[src/hw/sar_pkg.sv]
`default_nettype none
package sar_pkg;

  // ***********************************************
  // mode register addresses
  // ***********************************************
  localparam logic [7:0] MA_BURST_CFG = 8'h01;
  localparam logic [7:0] MA_LATENCY_CFG = 8'h02;
  localparam logic [7:0] MA_BANK_MASK = 8'h10;
  localparam logic [7:0] MA_SEG_MASK = 8'h11;
  localparam logic [7:0] MA_CAL_A = 8'h20;
  localparam logic [7:0] MA_CAL_B = 8'h28;
  localparam logic [7:0] MA_SOFT_RESET = 8'h3F;

  // ***********************************************
  // field codes and values after reset
  // ***********************************************
  localparam logic [2:0] BL_CODE_4 = 3'h2;
  localparam logic [2:0] BL_CODE_8 = 3'h3;
  localparam logic [2:0] BL_CODE_16 = 3'h4;
  localparam logic [2:0] RST_BL_CODE = BL_CODE_4;
  localparam logic [3:0] RL_CODE_MIN = 4'h1;
  localparam logic [3:0] RL_CODE_MAX = 4'h6;
  localparam logic [3:0] RL_CODE_OFS = 4'h2;
  localparam logic [3:0] RST_RL_CODE = 4'h1;
  localparam logic [7:0] RST_MASK = 8'h00;
  localparam logic [3:0] RST_RD_GAP = 4'hF;

  // ***********************************************
  // timing
  // ***********************************************
  localparam int CLK_PERIOD_NS = 10;
  localparam int T_RPPB_NS = 18;
  localparam int T_RPAB_NS = 21;
  localparam logic [3:0] RPPB_CYC = 4'((T_RPPB_NS + CLK_PERIOD_NS - 1) / CLK_PERIOD_NS);
  localparam logic [3:0] RPAB_CYC = 4'((T_RPAB_NS + CLK_PERIOD_NS - 1) / CLK_PERIOD_NS);
  localparam logic [3:0] T_CCD_CK = 4'h2;
  localparam int PIPE_DEPTH = 8;

  // ***********************************************
  // carriers
  // ***********************************************
  typedef struct packed {
    logic cs_n;
    logic [9:0] ca;
  } sar_cabus_s;

  typedef struct packed {
    logic valid;
    logic mrr;
    logic [2:0] bank;
    logic [14:0] row;
    logic [11:0] col;
    logic [7:0] mr_data;
  } sar_rd_s;

endpackage
`default_nettype wire

[src/hw/sar_device.sv]
// Functional notes
// - activate: chip select low, CA0 low, CA1 high at clock rise
// - activate: BA0-BA2 pick the bank, R0-R14 pick the row opened
// - all-bank precharge takes tRPab, longer than tRPpb on eight banks
// - column command: CA0 high, CA1 low; CA2 high read, low write
// - burst 8/16: read cut by read, even cycles later, tCCD met
// - start column from CA5-CA6 on rise and CA1-CA9 on fall
// - read data starts read latency clocks after the read command
// - strobe low one preamble first, then each beat edge-aligned to strobe
// - gapless reads every 2, 4 or 8 clocks for burst 4, 8, 16
// - interrupted read length is twice the clocks between the two reads
// - segment mask bit set blocks self-refresh of that segment; write-only
// - segment n is rows whose bits R13 to R11 equal n
// - mode reads at 20H and 28H return calibration patterns A and B
// - mode write to 3FH resets the device, data ignored
// - bank mask bit set blocks self-refresh of that bank; 4 banks use 3:0
// - burst length code 010 gives 4, 011 gives 8, 100 gives 16
`default_nettype none
module sar_device
  import sar_pkg::*;
#(
  parameter int NUM_BANKS = 8,
  parameter logic [7:0] CAL_PATTERN_A = 8'h55,
  parameter logic [7:0] CAL_PATTERN_B = 8'h33
)
(
  // clock and reset
  input wire logic i_clk,
  input wire logic i_nrst,
  // command clock and command/address pins
  input wire logic i_ck,
  input wire logic i_cs_n,
  input wire logic [9:0] i_ca,
  // data pins
  output logic [31:0] o_dq_out,
  output logic o_dq_oe,
  output logic o_dqs_out,
  output logic o_dqs_oe,
  // self-refresh masking query
  input wire logic [2:0] i_sr_bank,
  input wire logic [14:0] i_sr_row,
  output logic o_sr_blocked,
  // status
  output logic [7:0] o_bank_open,
  output logic o_proto_err,
  output logic o_soft_reset
);

  if (NUM_BANKS != 4 && NUM_BANKS != 8)
  begin : g_bad_banks
    $error("NUM_BANKS must be 4 or 8");
  end

  // ***********************************************
  // helpers
  // ***********************************************
  // four-bank parts ignore BA2
  function automatic logic [2:0] bank_of(input logic [2:0] ba);
    bank_of = (NUM_BANKS == 4) ? {1'b0, ba[1:0]} : ba;
  endfunction

  function automatic logic [4:0] beats_of(input logic [2:0] code);
    unique case (code)
      BL_CODE_8: beats_of = 5'h08;
      BL_CODE_16: beats_of = 5'h10;
      default: beats_of = 5'h04;
    endcase
  endfunction

  // read word: recognisable pattern of bank/row/column, column wraps in burst
  function automatic logic [31:0] word_of(input sar_rd_s e, input logic [4:0] n,
                                          input logic [4:0] beats);
    logic [11:0] msk;
    logic [11:0] cw;
    msk = {7'h00, beats - 5'h01};
    cw = (e.col & ~msk) | ((e.col + {7'h00, n}) & msk);
    word_of = e.mrr ? {24'h000000, e.mr_data} : {2'h0, e.bank, e.row, cw};
  endfunction

  // ***********************************************
  // pin synchronisers and command clock edges
  // ***********************************************
  sar_cabus_s pin_s1_r, pin_s2_r, pin_s3_r;
  logic [2:0] ck_sync_r;
  logic ck_lvl_r;
  logic ck_stable, ck_rise, ck_fall;

  // three stages each; all pins share the same delay so CA stays aligned to CK
  always_ff @(posedge i_clk or negedge i_nrst)
  begin
    if (!i_nrst)
    begin
      pin_s1_r <= '{cs_n: 1'b1, ca: 10'h000};
      pin_s2_r <= '{cs_n: 1'b1, ca: 10'h000};
      pin_s3_r <= '{cs_n: 1'b1, ca: 10'h000};
      ck_sync_r <= 3'h0;
    end
    else
    begin
      pin_s1_r <= '{cs_n: i_cs_n, ca: i_ca};
      pin_s2_r <= pin_s1_r;
      pin_s3_r <= pin_s2_r;
      ck_sync_r <= {ck_sync_r[1:0], i_ck};
    end
  end

  // a level change counts once stages two and three agree
  assign ck_stable = ck_sync_r[1] == ck_sync_r[2];
  assign ck_rise = ck_stable & ck_sync_r[2] & ~ck_lvl_r;
  assign ck_fall = ck_stable & ~ck_sync_r[2] & ck_lvl_r;

  always_ff @(posedge i_clk or negedge i_nrst)
  begin
    if (!i_nrst)
      ck_lvl_r <= 1'b0;
    else if (ck_stable)
      ck_lvl_r <= ck_sync_r[2];
  end

  // ***********************************************
  // command capture and decode
  // ***********************************************
  logic [9:0] rise_ca_r;
  logic cmd_armed_r;
  logic cmd_ok;
  logic [9:0] fca;
  logic dec_act, dec_rd, dec_wr, dec_pre, dec_mrw, dec_mrr;
  logic [2:0] cmd_bank;
  logic [14:0] cmd_row;
  logic [11:0] cmd_col;
  logic [7:0] cmd_ma, cmd_op;
  logic soft_rst_r;

  // chip select is single rate, taken on the rise only
  always_ff @(posedge i_clk or negedge i_nrst)
  begin
    if (!i_nrst)
    begin
      rise_ca_r <= 10'h000;
      cmd_armed_r <= 1'b0;
    end
    else if (ck_rise)
    begin
      rise_ca_r <= pin_s3_r.ca;
      cmd_armed_r <= ~pin_s3_r.cs_n;
    end
    else if (ck_fall)
      cmd_armed_r <= 1'b0;
  end

  // a command completes at the fall, once both halves are in
  assign cmd_ok = ck_fall & cmd_armed_r;
  assign fca = pin_s3_r.ca;
  assign dec_act = cmd_ok & ~rise_ca_r[0] & rise_ca_r[1];
  assign dec_rd = cmd_ok & rise_ca_r[0] & ~rise_ca_r[1] & rise_ca_r[2];
  assign dec_wr = cmd_ok & rise_ca_r[0] & ~rise_ca_r[1] & ~rise_ca_r[2];
  assign dec_pre = cmd_ok & (rise_ca_r[3:0] == 4'hB);
  assign dec_mrw = cmd_ok & (rise_ca_r[3:0] == 4'h0);
  assign dec_mrr = cmd_ok & (rise_ca_r[3:0] == 4'h8);
  assign cmd_bank = bank_of(rise_ca_r[9:7]);
  assign cmd_row = {rise_ca_r[6:2], fca};
  assign cmd_col = {fca[9:1], rise_ca_r[6:5], 1'b0};
  assign cmd_ma = {fca[1:0], rise_ca_r[9:4]};
  assign cmd_op = fca[9:2];

  // ***********************************************
  // mode registers
  // ***********************************************
  logic [2:0] bl_code_r;
  logic [3:0] rl_code_r;
  logic [7:0] bank_mask_r, seg_mask_r;
  logic [3:0] rl_ck;
  logic [4:0] bl_beats;

  always_ff @(posedge i_clk or negedge i_nrst)
  begin
    if (!i_nrst)
    begin
      bl_code_r <= RST_BL_CODE;
      rl_code_r <= RST_RL_CODE;
      bank_mask_r <= RST_MASK;
      seg_mask_r <= RST_MASK;
    end
    else if (soft_rst_r)
    begin
      bl_code_r <= RST_BL_CODE;
      rl_code_r <= RST_RL_CODE;
      bank_mask_r <= RST_MASK;
      seg_mask_r <= RST_MASK;
    end
    else if (dec_mrw)
    begin
      unique case (cmd_ma)
        MA_BURST_CFG:
          // reserved codes are dropped, old length stays
          if (cmd_op[2:0] inside {BL_CODE_4, BL_CODE_8, BL_CODE_16})
            bl_code_r <= cmd_op[2:0];
        MA_LATENCY_CFG:
          if (cmd_op[3:0] >= RL_CODE_MIN && cmd_op[3:0] <= RL_CODE_MAX)
            rl_code_r <= cmd_op[3:0];
        MA_BANK_MASK: bank_mask_r <= (NUM_BANKS == 4) ? {4'h0, cmd_op[3:0]} : cmd_op;
        MA_SEG_MASK: seg_mask_r <= cmd_op;
        default: ;
      endcase
    end
  end

  assign rl_ck = rl_code_r + RL_CODE_OFS;
  assign bl_beats = beats_of(bl_code_r);

  // data is ignored; the pulse clears state one cycle later
  always_ff @(posedge i_clk or negedge i_nrst)
  begin
    if (!i_nrst)
      soft_rst_r <= 1'b0;
    else
      soft_rst_r <= dec_mrw & (cmd_ma == MA_SOFT_RESET);
  end

  assign o_soft_reset = soft_rst_r;

  // ***********************************************
  // bank state
  // ***********************************************
  logic [7:0] open_r;
  logic [14:0] row_r [8];
  logic [3:0] pre_cnt_r [8];
  logic bank_busy;

  always_ff @(posedge i_clk or negedge i_nrst)
  begin
    if (!i_nrst)
    begin
      open_r <= 8'h00;
      for (int b = 0; b < 8; b++)
      begin
        row_r[b] <= 15'h0000;
        pre_cnt_r[b] <= 4'h0;
      end
    end
    else if (soft_rst_r)
    begin
      open_r <= 8'h00;
      for (int b = 0; b < 8; b++)
        pre_cnt_r[b] <= 4'h0;
    end
    else
    begin
      for (int b = 0; b < 8; b++)
        if (pre_cnt_r[b] != 4'h0)
          pre_cnt_r[b] <= pre_cnt_r[b] - 4'h1;
      if (dec_act && !bank_busy)
      begin
        open_r[cmd_bank] <= 1'b1;
        row_r[cmd_bank] <= cmd_row;
      end
      else if (dec_pre && rise_ca_r[4])
      begin
        open_r <= 8'h00;
        // eight-bank parts hold off longer after precharge-all
        for (int b = 0; b < 8; b++)
          pre_cnt_r[b] <= (NUM_BANKS == 8) ? RPAB_CYC : RPPB_CYC;
      end
      else if (dec_pre)
      begin
        open_r[cmd_bank] <= 1'b0;
        pre_cnt_r[cmd_bank] <= RPPB_CYC;
      end
    end
  end

  // reopening an open or still-precharging bank is flagged, not obeyed
  assign bank_busy = open_r[cmd_bank] | (pre_cnt_r[cmd_bank] != 4'h0);
  assign o_bank_open = open_r;

  // ***********************************************
  // read interrupt tracking and errors
  // ***********************************************
  logic [3:0] rd_gap_r;
  logic [4:0] last_half_r;
  logic last_ap_r;
  logic rd_live, bad_int, err_r;

  // counts command clocks since the last read, saturating
  always_ff @(posedge i_clk or negedge i_nrst)
  begin
    if (!i_nrst)
    begin
      rd_gap_r <= RST_RD_GAP;
      last_half_r <= 5'h00;
      last_ap_r <= 1'b0;
    end
    else if (dec_rd)
    begin
      rd_gap_r <= 4'h0;
      last_half_r <= {1'b0, bl_beats[4:1]};
      last_ap_r <= fca[0];
    end
    else if (ck_rise && rd_gap_r != RST_RD_GAP)
      rd_gap_r <= rd_gap_r + 4'h1;
  end

  assign rd_live = {1'b0, rd_gap_r} < last_half_r;
  // legal cut: burst 8/16, even gap, tCCD met, no autoprecharge
  assign bad_int = rd_live & ((bl_code_r == BL_CODE_4) | rd_gap_r[0]
                   | (rd_gap_r < T_CCD_CK) | last_ap_r | dec_wr);

  always_ff @(posedge i_clk or negedge i_nrst)
  begin
    if (!i_nrst)
      err_r <= 1'b0;
    else
      err_r <= (dec_act & bank_busy) | ((dec_rd | dec_wr) & ~open_r[cmd_bank])
               | ((dec_rd | dec_wr) & bad_int);
  end

  assign o_proto_err = err_r;

  // ***********************************************
  // read latency pipeline
  // ***********************************************
  sar_rd_s pipe_r [PIPE_DEPTH];
  logic [7:0] mr_val;

  always_comb
  begin
    unique case (cmd_ma)
      MA_CAL_A: mr_val = CAL_PATTERN_A;
      MA_CAL_B: mr_val = CAL_PATTERN_B;
      default: mr_val = 8'h00;
    endcase
  end

  // entry taken at the fall, one stage per command clock rise
  always_ff @(posedge i_clk or negedge i_nrst)
  begin
    if (!i_nrst)
      for (int i = 0; i < PIPE_DEPTH; i++)
        pipe_r[i] <= '0;
    else if (soft_rst_r)
      for (int i = 0; i < PIPE_DEPTH; i++)
        pipe_r[i] <= '0;
    else if (ck_rise)
    begin
      pipe_r[0] <= '0;
      for (int i = 1; i < PIPE_DEPTH; i++)
        pipe_r[i] <= pipe_r[i - 1];
    end
    else if ((dec_rd && open_r[cmd_bank]) || dec_mrr)
    begin
      pipe_r[0].valid <= 1'b1;
      pipe_r[0].mrr <= dec_mrr;
      pipe_r[0].bank <= cmd_bank;
      pipe_r[0].row <= row_r[cmd_bank];
      pipe_r[0].col <= cmd_col;
      pipe_r[0].mr_data <= mr_val;
    end
  end

  // ***********************************************
  // burst engine and strobe
  // ***********************************************
  sar_rd_s cur_r, src;
  logic [4:0] beat_r, beats_r, n_beat, n_beats;
  logic act_r, act_nxt, pream_r, start, pre_due;
  logic [31:0] dq_r;
  logic dq_oe_r, dqs_r, dqs_oe_r;

  // entry reaching stage RL-1 starts its burst at this rise
  assign start = ck_rise & pipe_r[3'(rl_ck - 4'h1)].valid;
  assign pre_due = ck_rise & pipe_r[3'(rl_ck - 4'h2)].valid;

  // a new start simply replaces the running burst: gapless or cut short
  always_comb
  begin
    src = start ? pipe_r[3'(rl_ck - 4'h1)] : cur_r;
    n_beats = start ? (pipe_r[3'(rl_ck - 4'h1)].mrr ? 5'h04 : bl_beats) : beats_r;
    n_beat = start ? 5'h00 : beat_r + 5'h01;
    act_nxt = start | (act_r & (n_beat < beats_r));
  end

  always_ff @(posedge i_clk or negedge i_nrst)
  begin
    if (!i_nrst)
    begin
      cur_r <= '0;
      beat_r <= 5'h00;
      beats_r <= 5'h04;
      act_r <= 1'b0;
      pream_r <= 1'b0;
      dq_r <= 32'h00000000;
      dq_oe_r <= 1'b0;
      dqs_r <= 1'b0;
      dqs_oe_r <= 1'b0;
    end
    else if (soft_rst_r)
    begin
      act_r <= 1'b0;
      pream_r <= 1'b0;
      dq_oe_r <= 1'b0;
      dqs_r <= 1'b0;
      dqs_oe_r <= 1'b0;
    end
    else if (ck_rise || ck_fall)
    begin
      cur_r <= src;
      beat_r <= n_beat;
      beats_r <= n_beats;
      act_r <= act_nxt;
      // preamble: strobe driven low the clock before the first beat
      if (ck_rise)
        pream_r <= pre_due & ~act_nxt;
      dq_r <= word_of(src, n_beat, n_beats);
      dq_oe_r <= act_nxt;
      dqs_r <= act_nxt & ~n_beat[0];
      dqs_oe_r <= act_nxt | (ck_rise ? (pre_due & ~act_nxt) : pream_r);
    end
  end

  assign o_dq_out = dq_r;
  assign o_dq_oe = dq_oe_r;
  assign o_dqs_out = dqs_r;
  assign o_dqs_oe = dqs_oe_r;

  // ***********************************************
  // partial array self-refresh masking
  // ***********************************************
  always_ff @(posedge i_clk or negedge i_nrst)
  begin
    if (!i_nrst)
      o_sr_blocked <= 1'b0;
    else
      o_sr_blocked <= bank_mask_r[bank_of(i_sr_bank)]
                      | seg_mask_r[i_sr_row[13:11]];
  end

endmodule
`default_nettype wire

[config.mk]
export PLATFORM = sky130hd
export DESIGN_NAME = sar_device
export DESIGN_NICKNAME = d
export VERILOG_FILES = /design/src/hw/sar_pkg.sv /design/src/hw/sar_device.sv
export SDC_FILE = /design/constraint.sdc
export NUM_CORES = 1
export LEC_CHECK = 0
export BUFFER_PORTS_ARGS = -buffer_cell sky130_fd_sc_hd__buf_4
export CAP_MARGIN = 10
export CORE_MARGIN = 5
export CORE_UTILIZATION = 50
export CTS_BUF_LIST = sky130_fd_sc_hd__clkbuf_4
export CTS_CLUSTER_SIZE = 25
export DETAILED_ROUTE_END_ITERATION = 8
export PLACE_DENSITY = 0.66
export SETUP_SLACK_MARGIN = 0.4
export SYNTH_ARGS = -nofsm -noshare
export SYNTH_HDL_FRONTEND = slang
export SYNTH_SLANG_ARGS = --single-unit
[constraint.sdc]
create_clock -name i_clk -period 8.3 [get_ports i_clk]
set_input_delay 1.66 -clock i_clk [delete_from_list [all_inputs] [get_ports i_clk]]
set_output_delay 1.66 -clock i_clk [all_outputs]
set_load 0.01 [all_outputs]
==> results of run 1 <==
logic make-up (layout without fill, tap and decap cells):
family | Yosys count | count (layout)
AO/OA/AOI/OAI | 492 | 492
XOR/XNOR | 21 | 21
adder cells (fa/ha/maj) | 24 | 24
buffers and inverters | 235 | 413
flip-flops | 596 | 596
multiplexers | 271 | 271
other | 1 | 8
AND/OR/NAND/NOR | 1040 | 1040
power by group:
part	internal [mW]	switching (mW)
registers	3.35	0.377
logic	0.661	0.824
clock network	1.47	1.18
total	5.48	2.38
synth_stat cells (16+ instances only):
| cell type | number |
|---|---|
| a21o_1 | 17 |
| clkbuf_1 | 168 |
| o41ai_1 | 22 |
| nor2_1 | 154 |
| a22oi_1 | 28 |
| xnor2_1 | 16 |
| inv_1 | 34 |
| ha_1 | 22 |
| mux2i_1 | 35 |
| o21ai_0 | 55 |
| nand3_1 | 25 |
| buf_2 | 21 |
| nor3_1 | 23 |
| a21oi_1 | 296 |
| dfrtp_1 | 586 |
| nand2_1 | 759 |
| mux2_2 | 158 |
| mux4_2 | 75 |
| a22o_1 | 18 |
flip-flops by register name (all words and copies together), names as in the netlist, 10 cells and up:
| signal | flops |
|---|---|
| cur_r | 39 |
| fca | 10 |
| o_dq_out | 30 |
| pin_s1_r | 11 |
| pin_s2_r | 11 |
| pipe_r | 272 |
| pre_cnt_r | 32 |
| rise_ca_r | 10 |
| row_r | 120 |
layer usage:
layer	vias up	share of wire [%]	GRT usage (%)
li1	9396	-	-
met1	9975	46	29.69
met2	556	47	33.09
met3	99	5.3	4.702
met4	0	1.7	7.269
met5	-	0	0
worst register-to-register path: stages, from the launching register on:
cell,delay (ns)
dfstp_4,0.91
inv_1,0.16
ha_4,0.19
xnor3_2,0.19
buf_4,0.48
and2_1,0.31
o21a_1,0.69
mux2_2,0.33
inv_1,0.06
fa_1,0.43
inv_1,0.07
a21oi_1,0.09
maj3_1,0.38
xnor2_1,0.14
o21ai_0,0.17
o21ai_1,0.13
xnor2_1,0.14
o31ai_1,0.19
cell type report:
cell class,count,area (µm²)
diodes,6,15.01
clock buffers,253,1899
clock inverters,30,196.4
fillers,4738,23680
inverters,35,131.4
multi-input cells,1850,11540
flip-flops and latches,596,14930
well taps,696,870.8
repair buffers,95,758.2
stage by stage:
stage               setup WS [ns]  hold WS [ns]  util (%)  cell area (µm²)
floorplan                   3.087        0.3312         -            27350
global placement            3.145        0.3313     52.26            28230
detailed placement          3.099        0.3347     52.26            28230
CTS                         3.061        0.3346     56.14            30330
global route                2.704        0.3448     56.17            30350
finish                      3.144        0.3393     56.17            30350
final timing paths:
kind,from,end,slack [ns]
max reg2reg,rl_code_r[0]$_DFFE_PN1P_,o_dq_out[4]$_DFFE_PN0P_,3.14
max in group asynchronous,i_nrst,fca[6]$_DFF_PN0_,5.93
max,rl_code_r[0]$_DFFE_PN1P_,o_dq_out[4]$_DFFE_PN0P_,3.14
min in group asynchronous,i_nrst,beat_r[2]$_DFFE_PN0P_,0.80
min,pin_s2_r[5]$_DFF_PN0_,fca[5]$_DFF_PN0_,0.34
min reg2reg,pin_s2_r[5]$_DFF_PN0_,fca[5]$_DFF_PN0_,0.34
==> flow_summary.ini, run 1 <==
[finish]
drive_above_1_share_pct = 21.58
layout_common_cells = nand2_1 (759), dfrtp_1 (585), a21oi_1 (296)
final_common_cell = nand2_1
fin_cells = 3561
syn2layout_area_growth_pct = 10.96
fin_nets = 2794

[hold_path]
hold_path_class = reg -> reg
holdPathStages = 0

[synth]
synth_top_family_by_area = simple AND/OR/NAND/NOR gates
synth_top_area_cell = dfrtp_1
ys_async_sr_fraction_pct = 100.0
synthMuxAreaShare_pct = 14.20
synthDominantCellAreaShare_pct = 53.62
synth_fa_ha_area_share_pct = 1.116
synth-simple-area-share_pct = 15.34
syn_area_um2 = 27350
synth_flop_cell = dfrtp_1
syn_avg_cell_area_um2 = 10.20
synth_compound_gate_area_share_pct = 10.60
synth-seq-area-share_pct = 54.58
synth-edff-count = 0
synth_xor_area_share_pct = 0.7274
netlist-cell-type-count = 62
ys_ff_latch = 596
synth.area.top_cells = dfrtp_1 (54%), nand2_1 (10%), mux2_2 (6.5%)
syn-instance-count = 2680
ys_warn_count = 0

[worst_setup_path]
cp-start-kind = flop
path_buf_inv = 4
cp.arrival_ns = 6.04
crit_slowest_cell = dfstp_4
cp.depth = 17
worst_path_most_repeated_cell = inv_1
criticalPathCategory = reg -> reg
crit_family = compound AO/OA/AOI/OAI gates
worst_setup_path_end_kind = flop
critPathMaxStageDelay_ns = 0.91
crit_chain = inv_1 > ha_4 > xnor3_2 > buf_4 > and2_1 > o21a_1 > mux2_2 > inv_1 > fa_1 > inv_1 > a21oi_1 > maj3_1 > xnor2_1 > o21ai_0 > o21ai_1 > xnor2_1 > o31ai_1
rr_worst_depth = 17
required_ns = 9.19
path_max_fanout = 36

[routing]
drt_iter0_drc = 1725
postRouteAntennaNets = 0
vias = 20030
viasPerCell = 5.624
wl_per_cell_um = 17.66
drc_errors = 0
drt_pass1_iterations = 6
drt_wl_total_mm = 62.87

[placed_design]
port_buffers = 63
place.gp.congestion = 0.8169
dpl.hpwl_mm = 37.15
placed_cells = 3272

[die]
io_pins = 78
fp.dieArea_um2 = 59480
die_height_um = 243.9
core_um2 = 54030
fp-row-count = 85
start_util_pct = 50.62
die_x_um = 243.9

[sta]
grt_setup_unrepaired = no
fin_crit_ns = 5.156
setup_viol = 0
report.final.slew_viol_count = 0
hold_violations = 0
slew_headroom_pct = 20.51
setup_tns_ns = 0
finalCritPeriodShare_pct = 62.12
tightest_slew_ns = 1.192
fin_skew_ns = 0.04220
fmax_mhz = 193.9

[power]
p_total_mw = 7.861
powerDensity_nw_per_um2 = 259.1
power_leakage_nw = 14.23
vdd_drop_max_uv = 148.9

[run_status]
outcome = finished clean

[cts]
cts_max_path_buffers = 3
insertion_delay_ns = 0.99
cts_hold_buf = 0
cts_tree = built
cts_buffers = 161
cts_setup_buffers = 0
cts_sinks = 596
clkTransAtPathRegs_ns = 0.07
cts_root_buf = clkbuf_4
ctsResizeCount = 0
htree_num_levels = 4

[global_route]
grt_pass1_wl_mm = 103.1
grt_max_degree = 220
track_usage_pct = 21.19
antenna_found_initial = 2
overflow = 0
grt_pass1_vias = 19530

[job]
cap_violations = 0
No activity file was read; power rests on OpenSTA's default activity.
==> inputs of run 2 (changes only) <==
--- a/config.mk
+++ b/config.mk
@@ -12,7 +12,7 @@
 export CTS_BUF_LIST = sky130_fd_sc_hd__clkbuf_4
 export CTS_CLUSTER_SIZE = 25
 export DETAILED_ROUTE_END_ITERATION = 8
-export PLACE_DENSITY = 0.66
+export PLACE_DENSITY = 0.69
 export SETUP_SLACK_MARGIN = 0.4
 export SYNTH_ARGS = -nofsm -noshare
 export SYNTH_HDL_FRONTEND = slang
==> constraint.sdc (replaced) <==
create_clock -name i_clk -period 4.2 [get_ports i_clk]
set_input_delay 0.84 -clock i_clk [delete_from_list [all_inputs] [get_ports i_clk]]
set_output_delay 0.84 -clock i_clk [all_outputs]
set_load 0.01 [all_outputs]
==> flow_summary.ini, run 2 (synthesized netlist as in run 1, its figures left out) <==
[global_route]
overflow = 0
grt_max_degree = 222
grt_pass1_wl_mm = 105.0
track_usage_pct = 21.71
antenna_found_initial = 2
busiest_layer = met2
met1_usage_pct = 30.60
grt_pass1_vias = 20040
use_met2_pct = 33.24
use_met3_pct = 5.283

[finish]
fin_nets = 2839
syn2layout_area_growth_pct = 12.08
nFillCells = 4692
largest_reg_flops = 272
layout_common_cells = nand2_1 (759), dfrtp_1 (585), a21oi_1 (295)
design_area_um2 = 30650
largestRegisters = pipe_r (272), row_r (120), cur_r (39)
fin_cells = 3580
final_common_cell = nand2_1
top_register = pipe_r
drive_above_1_share_pct = 22.32

[power]
seqPwrFrac_pct = 48.2
combinationalPowerShare_pct = 20.0
clockPowerShare_pct = 31.9
powerDensity_nw_per_um2 = 498.6
p_int_mw = 10.60
switching_power_mw = 4.680
vdd_drop_max_uv = 317.3
power_leakage_nw = 14.35
p_sw_share_pct = 30.63

[sta]
tightest_slew_ns = 1.107
fin_crit_ns = 3.716
grt_setup_unrepaired = yes
finalCritPeriodShare_pct = 88.48
fmax_mhz = 269.1
slew_headroom_pct = 25.50
hold_violations = 0
report.final.slew_viol_count = 0
setup_viol = 0
fin_skew_ns = 0.03251

[die]
core_um2 = 54030
fp.dieArea_um2 = 59480
start_util_pct = 50.62
fp-row-count = 85
die_height_um = 243.9
die_x_um = 243.9
io_pins = 78

[placed_design]
dpl.hpwl_mm = 39.22
place.gp.congestion = 0.8194
placed_cells = 3299
dpl_cell_area_um2 = 28530
port_buffers = 63

[worst_setup_path]
crit_chain = inv_4 > ha_4 > mux4_2 > and2_4 > o21a_1 > buf_4 > nand2_1 > nand2_1 > ha_1 > a21oi_2 > maj3_2 > xnor2_1 > o21ai_1 > o21ai_1 > xnor2_1 > o31ai_1
rr_worst_depth = 16
criticalPathCategory = reg -> reg
cp.arrival_ns = 4.58
rrSetupSlack_ns = 0.48
critPathMaxStageDelay_ns = 0.64
reg2reg_to = o_dq_out[4]$_DFFE_PN0P_
worstReg2RegStart = rl_code_r[0]$_DFFE_PN1P_
crit_slowest_cell = dfstp_4
path_max_fanout = 18
required_ns = 5.06
worst_setup_path_end_kind = flop
crit_family = adder cells
cp-start-kind = flop
path_buf_inv = 2

[cts]
cts_tree = built
cts_buffers = 155
clkTransAtPathRegs_ns = 0.06
insertion_delay_ns = 0.99
cts_root_buf = clkbuf_4
cts_max_path_buffers = 3
cts_sinks = 596
htree_num_levels = 4

[job]
cap_violations = 0

[routing]
drt_iter0_drc = 1815
wl_per_cell_um = 17.89
drt_wl_total_mm = 64.04
drt_pass1_iterations = 8
viasPerCell = 5.633
drc_errors = 0
postRouteAntennaNets = 0
vias = 20170

[hold_path]
hold_path_class = in -> reg
min_to = o_sr_blocked$_DFF_PN0_
holdPathStages = 3
min-delay-start = i_sr_row[12]

[run_status]
outcome = finished clean
## run 2: repair_timing
item / in CTS / in global routing
endpoints found under the setup margin: 1 / 6
buffers inserted: 3 / 8
hold buffers: 13 / 0
pin swaps: 0 / 6
gates resized for setup: 0 / 8
hold endpoints to repair: 95 / 0
## run 2: worst max-delay path by stage
| stage | startpoint | endpoint | slack [ns] | cells past startpoint |
|---|---|---|---|---|
| 3_3_place_gp | rl_code_r[0]$_DFFE_PN1P_ | o_dq_out[4]$_DFFE_PN0P_ | 0.38 | 16 |
| 3_5_place_dp | rl_code_r[0]$_DFFE_PN1P_ | o_dq_out[4]$_DFFE_PN0P_ | 0.34 | 16 |
| 5_1_grt | rl_code_r[0]$_DFFE_PN1P_ | o_dq_out[4]$_DFFE_PN0P_ | 0.34 | 16 |
| 2_1_floorplan | rl_code_r[0]$_DFFE_PN1P_ | o_dq_out[4]$_DFFE_PN0P_ | -0.01 | 24 |
| 4_1_cts | rl_code_r[0]$_DFFE_PN1P_ | o_dq_out[4]$_DFFE_PN0P_ | 0.42 | 16 |
| 6_report | rl_code_r[0]$_DFFE_PN1P_ | o_dq_out[4]$_DFFE_PN0P_ | 0.48 | 16 |
## run 2: routing by layer
layer	part of all wire, %	vias to the layer above
met3	5.9	111
met4	2.3	0
met1	46	10030
met2	46	548
met5	0	-
li1	-	9476
## run 2: area by class of cell
| cell class | count | area (µm²) | area share, % |
|---|---|---|---|
| clock inverter | 22 | 138.9 | 0.4531 |
| clock buffer | 232 | 1742 | 5.682 |
| tap | 696 | 870.8 | 2.841 |
| inverter | 35 | 133.9 | 0.4368 |
| sequential | 596 | 14930 | 48.72 |
| timing repair buffer | 146 | 1231 | 4.017 |
| antenna | 3 | 7.507 | 0.02449 |
| multi-input combinational | 1850 | 11590 | 37.82 |
## run 2: power by group through the flow
stage	Combinational, mW	Sequential [mW]	Clock, mW
4_1_cts	3.06	7.35	5.05
3_5_place_dp	3.03	7.45	0
3_3_place_gp	2.90	7.38	0
5_1_grt	3.45	7.47	5.36
6_report	3.05	7.36	4.87
2_1_floorplan	2.24	7.22	0
## run 2: worst min-delay path, cell delays in order
cell     delay, ns
buf_4         0.09
mux2i_1       0.07
nand2_1       0.07
## run 2: through the flow
stage	worst slack [ns]	total power, mW	utilization, %	hold slack (ns)	TNS, ns
after floorplan	-0.01193	9.464	-	0.3312	-0.01193
after global placement	0.3826	10.28	52.80	0.3331	0
after detailed placement	0.3446	10.48	52.80	0.3347	0
after CTS	0.4155	15.45	56.57	0.02492	0
after global routing	0.3448	16.28	56.73	0.06912	0
final	0.4837	15.28	56.73	0.1375	0
